File: src/rsd_pkg.sv
// constants for the reference, clock-out and synthesizer divider control
package rsd_pkg;
	// ==========================================================
	// timing
	localparam int CLK_PERIOD_NS = 10;
	localparam int REG_READY_US = 50;
	localparam int REG_READY_CYC = (REG_READY_US * 1000) / CLK_PERIOD_NS;
	localparam int RDY_W = 16;
	// ==========================================================
	// field widths
	localparam int BIAS_W = 2;
	localparam int CKDIV_W = 4;
	localparam int RDIV_W = 3;
	localparam int INT_W = 8;
	localparam int FRAC_W = 15;
	localparam int MUX_W = 3;
	// ==========================================================
	// values after power-up or chip-enable low
	localparam logic OSC_EN_RST = 1'h1;
	localparam logic [1:0] BIAS_RST = 2'h0;
	localparam logic [3:0] CKDIV_RST = 4'h4;
	localparam logic [2:0] RDIV_RST = 3'h1;
	localparam logic [7:0] INT_RST = 8'h17;
	localparam logic [14:0] FRAC_RST = 15'h0000;
	localparam logic HALVE_RST = 1'h0;
	// ==========================================================
	// status output selections
	localparam logic [2:0] MUX_REG_READY = 3'h0;
	localparam logic [2:0] MUX_LOCK = 3'h1;
	localparam logic [2:0] MUX_PFD_REF = 3'h2;
	localparam logic [2:0] MUX_CLK_OUT = 3'h3;
	// ==========================================================
	// lock detect, phase error in ns
	localparam logic [7:0] LOCK_SET_NS = 8'h0F;
	localparam logic [7:0] LOCK_CLR_NS = 8'h19;
	localparam logic [2:0] LOCK_CYCLES = 3'h5;
endpackage

File: src/rsd_ctrl.sv
// reference clock, clock-out divider and synthesizer divider control
`timescale 1ns/1ps
module rsd_ctrl
	import rsd_pkg::*;
#(
	parameter int REG_READY_CYCLES = REG_READY_CYC
) (
	input wire logic mclk,
	input wire logic rst,
	input wire logic chip_enable,
	input wire logic cfg_wr0,
	input wire logic cfg_wr1,
	input wire logic [7:0] int_n_in,
	input wire logic [14:0] frac_n_in,
	input wire logic [2:0] status_mux_sel_in,
	input wire logic crystal_osc_enable_bit,
	input wire logic [1:0] crystal_bias_field,
	input wire logic [3:0] clk_div_field,
	input wire logic [2:0] ref_div_field,
	input wire logic output_halving_select,
	input wire logic pfd_sample,
	input wire logic [7:0] phase_err_ns,
	output logic osc_enable,
	output logic [1:0] osc_bias,
	output logic divided_ref_output,
	output logic pfd_ref_tick,
	output logic [8:0] fb_div_n,
	output logic fb_halve,
	output logic regulator_ready,
	output logic lock_detect,
	output logic status_mux_pin
);
	typedef struct packed {
		logic ce_meta;
		logic ce_sync;
		logic [RDY_W-1:0] rdy_cnt;
		logic rdy;
		logic osc_en;
		logic [BIAS_W-1:0] bias;
		logic [CKDIV_W-1:0] ckdiv;
		logic [RDIV_W-1:0] rdiv;
		logic [INT_W-1:0] int_n;
		logic [FRAC_W-1:0] frac;
		logic halve;
		logic [MUX_W-1:0] mux;
		logic clk_out;
		logic pfd_ref;
		logic [FRAC_W-1:0] acc;
		logic [8:0] n_div;
		logic [2:0] lk_cnt;
		logic lock;
		logic mux_out;
	} rsd_st_t;

	rsd_st_t st_reg;
	rsd_st_t st_next;

	logic ck_clr;
	logic ck_tick;
	logic r_tick;
	logic [CKDIV_W-1:0] ck_limit;
	logic [RDIV_W-1:0] r_limit;
	logic [FRAC_W:0] acc_sum;

	// ==========================================================
	// dividers
	// nonzero k in the field toggles every k cycles: period 2k, always even; zero holds the output low
	assign ck_clr = !st_reg.ce_sync || (st_reg.ckdiv == '0);
	assign ck_limit = st_reg.ckdiv - 1'b1;
	// a zero reference ratio is treated as one rather than stalling the loop
	assign r_limit = (st_reg.rdiv == '0) ? '0 : st_reg.rdiv - 1'b1;

	rsd_div_cnt #(
		.W(CKDIV_W)
	) u_ck_div (
		.mclk(mclk),
		.rst(rst),
		.clr(ck_clr),
		.limit(ck_limit),
		.tick(ck_tick)
	);

	rsd_div_cnt #(
		.W(RDIV_W)
	) u_ref_div (
		.mclk(mclk),
		.rst(rst),
		.clr(!st_reg.ce_sync),
		.limit(r_limit),
		.tick(r_tick)
	);

	assign acc_sum = {1'b0, st_reg.acc} + {1'b0, st_reg.frac};

	// ==========================================================
	// next state
	always_comb begin
		st_next = st_reg;
		st_next.ce_meta = chip_enable;
		st_next.ce_sync = st_reg.ce_meta;

		if (!st_reg.ce_sync) begin
			// chip enable low: regulator off, all settings lost
			st_next.rdy_cnt = '0;
			st_next.rdy = 1'b0;
			st_next.osc_en = OSC_EN_RST;
			st_next.bias = BIAS_RST;
			st_next.ckdiv = CKDIV_RST;
			st_next.rdiv = RDIV_RST;
			st_next.int_n = INT_RST;
			st_next.frac = FRAC_RST;
			st_next.halve = HALVE_RST;
			st_next.mux = MUX_REG_READY;
			st_next.clk_out = 1'b0;
			st_next.pfd_ref = 1'b0;
			st_next.acc = '0;
			st_next.n_div = {1'b0, INT_RST};
			st_next.lk_cnt = '0;
			st_next.lock = 1'b0;
		end else begin
			// regulator settle timer
			if (st_reg.rdy_cnt >= RDY_W'(REG_READY_CYCLES - 1)) begin
				st_next.rdy = 1'b1;
			end else begin
				st_next.rdy_cnt = st_reg.rdy_cnt + 1'b1;
			end

			// the serial port is unpowered until ready, so writes are dropped
			if (st_reg.rdy && cfg_wr0) begin
				st_next.int_n = int_n_in;
				st_next.frac = frac_n_in;
				st_next.mux = status_mux_sel_in;
			end
			if (st_reg.rdy && cfg_wr1) begin
				st_next.osc_en = crystal_osc_enable_bit;
				st_next.bias = crystal_bias_field;
				st_next.ckdiv = clk_div_field;
				st_next.rdiv = ref_div_field;
				st_next.halve = output_halving_select;
			end

			// clock-out toggles on every wrap of the half-period counter
			if (ck_clr) begin
				st_next.clk_out = 1'b0;
			end else if (ck_tick) begin
				st_next.clk_out = !st_reg.clk_out;
			end

			// reference pulse and fractional accumulator step per pfd cycle
			st_next.pfd_ref = r_tick;
			if (r_tick) begin
				st_next.acc = acc_sum[FRAC_W-1:0];
				st_next.n_div = {1'b0, st_reg.int_n} + {8'h00, acc_sum[FRAC_W]};
			end

			// lock detect with hysteresis between the two error limits
			if (pfd_sample) begin
				if (phase_err_ns >= LOCK_CLR_NS) begin
					st_next.lock = 1'b0;
					st_next.lk_cnt = '0;
				end else if (phase_err_ns < LOCK_SET_NS) begin
					if (st_reg.lk_cnt >= LOCK_CYCLES - 1'b1) begin
						st_next.lock = 1'b1;
					end else begin
						st_next.lk_cnt = st_reg.lk_cnt + 1'b1;
					end
				end else begin
					st_next.lk_cnt = '0;
				end
			end
		end

		// status pin selection
		unique case (st_next.mux)
			MUX_REG_READY: st_next.mux_out = st_next.rdy;
			MUX_LOCK: st_next.mux_out = st_next.lock;
			MUX_PFD_REF: st_next.mux_out = st_next.pfd_ref;
			MUX_CLK_OUT: st_next.mux_out = st_next.clk_out;
			default: st_next.mux_out = 1'b0;
		endcase
	end

	// ==========================================================
	// registers
	always_ff @(posedge mclk or posedge rst) begin
		if (rst) begin
			st_reg.ce_meta <= 1'b0;
			st_reg.ce_sync <= 1'b0;
			st_reg.rdy_cnt <= '0;
			st_reg.rdy <= 1'b0;
			st_reg.osc_en <= OSC_EN_RST;
			st_reg.bias <= BIAS_RST;
			st_reg.ckdiv <= CKDIV_RST;
			st_reg.rdiv <= RDIV_RST;
			st_reg.int_n <= INT_RST;
			st_reg.frac <= FRAC_RST;
			st_reg.halve <= HALVE_RST;
			st_reg.mux <= MUX_REG_READY;
			st_reg.clk_out <= 1'b0;
			st_reg.pfd_ref <= 1'b0;
			st_reg.acc <= '0;
			st_reg.n_div <= {1'b0, INT_RST};
			st_reg.lk_cnt <= '0;
			st_reg.lock <= 1'b0;
			st_reg.mux_out <= 1'b0;
		end else begin
			st_reg <= st_next;
		end
	end

	// ==========================================================
	// outputs
	// the real oscillator is analog; this enable gates it with chip enable
	assign osc_enable = st_reg.osc_en && st_reg.ce_sync;
	assign osc_bias = st_reg.bias;
	// sampled on the rising edge, so edges sit half a period after
	// the falling reference edge when the pad inverts it
	assign divided_ref_output = st_reg.clk_out;
	assign pfd_ref_tick = st_reg.pfd_ref;
	assign fb_div_n = st_reg.n_div;
	assign fb_halve = st_reg.halve;
	assign regulator_ready = st_reg.rdy;
	assign lock_detect = st_reg.lock;
	assign status_mux_pin = st_reg.mux_out;

	// ==========================================================
	// checks
	a_ce_clear: assert property (@(posedge mclk) disable iff (rst)
		!st_reg.ce_sync |=> st_reg.ckdiv == CKDIV_RST && st_reg.rdiv == RDIV_RST
			&& !regulator_ready && st_reg.mux == MUX_REG_READY)
		else $error("settings not cleared while chip enable low");

	a_osc_off: assert property (@(posedge mclk) disable iff (rst)
		!st_reg.ce_sync |-> !osc_enable)
		else $error("oscillator enabled with chip enable low");

	a_ck_disabled: assert property (@(posedge mclk) disable iff (rst)
		(st_reg.ckdiv == 4'h0) [*2] |-> !divided_ref_output)
		else $error("clock output runs with ratio zero");

	a_ck_half_period: assert property (@(posedge mclk) disable iff (rst)
		(st_reg.ce_sync && st_reg.ckdiv == 4'h2 && $changed(divided_ref_output)
			&& $stable(st_reg.ckdiv)) [*1] ##1 (st_reg.ckdiv == 4'h2 && st_reg.ce_sync)
		|-> $stable(divided_ref_output))
		else $error("clock output half period shorter than k");

	a_ready_late: assert property (@(posedge mclk) disable iff (rst)
		$rose(regulator_ready) |-> st_reg.rdy_cnt >= RDY_W'(REG_READY_CYCLES - 1))
		else $error("regulator ready before settle time");

	a_write_drop: assert property (@(posedge mclk) disable iff (rst)
		st_reg.ce_sync && !regulator_ready && st_reg.ce_sync ##1 st_reg.ce_sync
		|-> $stable(st_reg.int_n) && $stable(st_reg.ckdiv))
		else $error("setting changed before regulator ready");

	a_lock_drop: assert property (@(posedge mclk) disable iff (rst)
		pfd_sample && phase_err_ns >= LOCK_CLR_NS |=> !lock_detect)
		else $error("lock held after large phase error");

	a_lock_need5: assert property (@(posedge mclk) disable iff (rst)
		$rose(lock_detect) |-> $past(st_reg.lk_cnt) == LOCK_CYCLES - 3'h1)
		else $error("lock set before five good cycles");

	// pin is registered from the next-state selection, so it matches the stored source
	a_mux_ready: assert property (@(posedge mclk) disable iff (rst)
		st_reg.mux == MUX_REG_READY |-> status_mux_pin == regulator_ready)
		else $error("status pin does not follow regulator ready");

	a_mux_ref: assert property (@(posedge mclk) disable iff (rst)
		st_reg.mux == MUX_PFD_REF |-> status_mux_pin == pfd_ref_tick)
		else $error("status pin does not follow reference tick");

	a_lock_hold: assert property (@(posedge mclk) disable iff (rst)
		pfd_sample && phase_err_ns >= LOCK_SET_NS && phase_err_ns < LOCK_CLR_NS
			&& st_reg.ce_sync |=> lock_detect == $past(lock_detect))
		else $error("lock changed inside the hysteresis band");

	// division is updated with the tick from the integer of the cycle before
	a_fb_range: assert property (@(posedge mclk) disable iff (rst)
		pfd_ref_tick |-> fb_div_n <= 9'h100
			&& (fb_div_n - {1'b0, $past(st_reg.int_n)}) <= 9'h001)
		else $error("feedback division out of range");

	c_ready: cover property (@(posedge mclk) disable iff (rst) $rose(regulator_ready));
	c_lock: cover property (@(posedge mclk) disable iff (rst) $rose(lock_detect));
	c_carry: cover property (@(posedge mclk) disable iff (rst)
		fb_div_n == {1'b0, st_reg.int_n} + 9'h001);
	c_ck_off: cover property (@(posedge mclk) disable iff (rst)
		st_reg.ce_sync && st_reg.ckdiv == 4'h0);
	c_ref_mux: cover property (@(posedge mclk) disable iff (rst)
		st_reg.mux == MUX_PFD_REF);
endmodule

File: src/rsd_div_cnt.sv
// programmable wrap counter used by the clock-out and reference dividers
`timescale 1ns/1ps
module rsd_div_cnt #(
	parameter int W = 4
) (
	input wire logic mclk,
	input wire logic rst,
	input wire logic clr,
	input wire logic [W-1:0] limit,
	output logic tick
);
	typedef struct packed {
		logic [W-1:0] cnt;
	} rsd_cnt_st_t;

	rsd_cnt_st_t st_reg;
	rsd_cnt_st_t st_next;

	// ==========================================================
	// count
	// >= so a smaller limit written mid-count wraps at once
	always_comb begin
		st_next = st_reg;
		tick = 1'b0;
		if (clr) begin
			st_next.cnt = '0;
		end else if (st_reg.cnt >= limit) begin
			st_next.cnt = '0;
			tick = 1'b1;
		end else begin
			st_next.cnt = st_reg.cnt + 1'b1;
		end
	end

	always_ff @(posedge mclk or posedge rst) begin
		if (rst) begin
			st_reg <= '0;
		end else begin
			st_reg <= st_next;
		end
	end

	a_wrap_tick: assert property (@(posedge mclk) disable iff (rst)
		tick |=> st_reg.cnt == '0)
		else $error("divider did not wrap after tick");
endmodule

File: config.mk
export PLATFORM = sky130hd
export DESIGN_NAME = rsd_ctrl
export DESIGN_NICKNAME = d
export VERILOG_FILES = /design/src/rsd_pkg.sv /design/src/rsd_ctrl.sv /design/src/rsd_div_cnt.sv
export SDC_FILE = /design/constraint.sdc
export NUM_CORES = 1
export LEC_CHECK = 0
export BUFFER_PORTS_ARGS = -buffer_cell sky130_fd_sc_hd__clkbuf_2
export CELL_PAD_IN_SITES_DETAIL_PLACEMENT = 0
export CELL_PAD_IN_SITES_GLOBAL_PLACEMENT = 1
export CORE_ASPECT_RATIO = 1.4
export CORE_UTILIZATION = 41
export DETAILED_ROUTE_END_ITERATION = 10
export PLACE_DENSITY_LB_ADDON = 0.1
export SETUP_SLACK_MARGIN = 0.3
export SLEW_MARGIN = 20
export SYNTH_ARGS = -nofsm -noshare
export SYNTH_HDL_FRONTEND = slang
export SYNTH_SLANG_ARGS = --single-unit
File: constraint.sdc
create_clock -name mclk -period 5.29 [get_ports mclk]
set_input_delay 0.529 -clock mclk [delete_from_list [all_inputs] [get_ports mclk]]
set_output_delay 0.529 -clock mclk [all_outputs]
set_load 0.02 [all_outputs]
==> metrics <==
Root Buffer Master clkbuf_16; Post-CTS Setup Inserts 0; GR Overflow Total 0; Crit path arrival time about 3000 ps; top post-synthesis cells by count nand2_1, dfrtp_1, a21boi_0; clock slew at reported path FFs approximately 60 ps; R2R Setup Slk ~2500 ps; initial antenna violation count 0; clock share of power about 44%; dpl cells around 730; setup violators final 0; register area around 0.0024 sq mm; Gate Count Post-Synth around 550; sw power roughly 0.00034 W; latest clock arrival within the worst-skew pair roughly 340 ps; status finished clean; Mean Syn Cell Area 9.28 sq um; area leader, netlist dfrtp_1; Core Rows 47; Max IR drop VDD roughly 130 uV; ys flop type dfrtp_1; switching share of power approximately 22%; die height 134 um; period utilization between 50 and 60%; area grow syn2layout 13.7%; Comb power frac roughly 6.7%; relative slew slack 30.6%; Sum Neg Setup Slack 0 ps; Boundary Pins approximately 70; number of routed nets with antenna violations 0; H-tree depth 3; cts hold-fix bufs 0; Syn Nets 633; Hold Violations, Final 0; Yosys warnings 0; Multi-input gate area between 0.002 and 0.0025 sq mm; Final Max Slew Viols 0; mapped cell area approximately 0.005 sq mm; Setup crit end kind flip-flop; worst reg2reg path endpoint fb_div_n[6]; via count of the first global-routing pass around 4000; Hold WC Path Type in -> reg; FMAX roughly 360 MHz; CP Launch Type flip-flop; post-synthesis register bit count 94; Slew @ Worst Pin about 1000 ps; Non-Filler Instances between 700 and 800; Clock Sink Count 94; Critical Path RT around 5500 ps; die area 0.0129 sq mm; Internal Power 0.00119 W; area share of the largest cell type after synthesis around 40%; R2R cell count 14; die width 96.2 um; gr usage total between 10% and 20%; filler cell count 1187; Setup Skew a little over 7 ps; HPWL after DPL 7790 um; highest routed layer met4; Flop pwr share 49.1%; first-pass GRT wire length 18900 um; share of cells above drive strength 1 around 17%; Via Count between 3000 and 4000; min Tclk post-route roughly 2800 ps; largest net degree at the start of global routing 54; hold_sp chip_enable; Post-synth ARST share 100%; Final Routed Wirelength between 10000 and 15000 um; Avg WL per Cell about 15 um; register area share after synthesis a little under half; pwr dens ~270 mW/mm^2; 1st-iter DRT viols between 150 and 200; Core Footprint 0.0119 sq mm; WHS Path Cells 1; Avg Vias per Cell a little over 5; Final nets between 600 and 700; clock buffer count from CTS 9; kind of critical path reg -> reg; ant diodes 0; CTS tree done; maximum clock insertion buffer count 2; Distinct cells, synth 47; max reg flops between 60 and 70; # port buffers approximately 70; met2 WL between 5000 and 6000 um; Synth area leaders dfrtp_1, nand2_1, ha_1, dfstp_2, a21boi_0; most frequent cell after synthesis nand2_1; RSZ-0062 raised after global routing no; Max Fanout on Critical Path 8; max_cap viols 0; CTS resizes 0; P_leak ~2.8 nW; Remaining DRCs 0; WHS Endpoint st_next[85]; detailed-router iteration count before antenna repair 4; met3 wire length 365 um; Routability Congestion 0.820; starting density of the core 42.7%; Finished Core Util 48.5%; M1 WL 4650 um; EDFF count, synth 0; Reg-to-Reg Start st_reg[22]
## cell usage in the layout, fill, tap and decap left out, types with 4 or more instances in the layout
| master | instances |
|---|---|
| inv_1 | 18 |
| and3_1 | 7 |
| dfrtp_1 | 82 |
| ha_1 | 32 |
| clkbuf_16 | 9 |
| xor2_1 | 14 |
| o21a_1 | 4 |
| clkbuf_2 | 68 |
| xnor2_1 | 19 |
| nand3_1 | 28 |
| nand4_1 | 11 |
| nor2b_1 | 4 |
| dfstp_2 | 11 |
| o211a_1 | 6 |
| a21oi_1 | 21 |
| nand2b_1 | 4 |
| buf_4 | 4 |
| a21boi_0 | 36 |
| nor2_1 | 23 |
| nand2_1 | 117 |
| o21ai_0 | 21 |
| nor3_1 | 7 |
| and2_1 | 16 |
## layer usage
layer	track usage [%]	vias to the layer above
li1	-	1943
met1	22.8	1869
met2	34.2	65
met3	2.89	14
met4	7.30	0
met5	0	-
## area by class of cell
| type | count | share of cell area, % |
|---|---|---|
| Sequential cell | 94 | 40.9 |
| Multi-Input combinational cell | 402 | 43.0 |
| Inverter | 19 | 1.25 |
| Clock inverter | 4 | 1.25 |
| Tap cell | 147 | 3.18 |
| Clock buffer | 12 | 4.08 |
| Timing Repair Buffer | 72 | 6.39 |
## stage by stage
stage                     area [sq um]  hold WS [ps]  power [W]  worst slack, ps
after floorplan                   5090           331   0.000828             2330
after global placement            5480           336   0.000871             2530
after detailed placement          5480           344   0.000874             2490
after CTS                         5790           282    0.00156             2460
after global routing              5790           291    0.00161             2220
final                             5790           295    0.00154             2520
## logic make-up after synthesis
group	synth area share, %
muxes	0.197
buffers and inverters	4.77
adders and majority gates	8.26
and+or+nand+nor	20.4
DFF	46.5
AOI/OAI and AO/OA	14.2
xor gates and xnor gates	5.68
## worst max-delay path: stages, from the launching register on
cell	delay (ps)
dfrtp_1	380
ha_1	400
a21oi_1	110
o21ai_0	300
nor3_1	90
a21oi_1	230
nand3_1	100
nand2_1	80
ha_1	160
ha_1	180
nand3_1	120
nor2_1	190
xnor2_1	130
nand2_1	60
o211a_1	130
## power groups by stage
stage	Sequential (W)	Combinational, W	Clock, W
after floorplan	0.000763	0.0000655	0
after global placement	0.000767	0.000104	0
after detailed placement	0.000767	0.000106	0
after CTS	0.000754	0.000107	0.000701
after global routing	0.000756	0.000120	0.000731
final	0.000753	0.000103	0.000679
## worst max-delay path by stage
stage,from,endpoint,cells past startpoint
after detailed placement,st_reg[22],fb_div_n[6],14
after CTS,st_reg[22],fb_div_n[6],14
after floorplan,rst,divided_ref_output,1
after global routing,st_reg[22],fb_div_n[6],14
after global placement,st_reg[22],fb_div_n[6],14
final,st_reg[22],fb_div_n[6],14
Note: power is estimated with default switching activity, not from simulation.
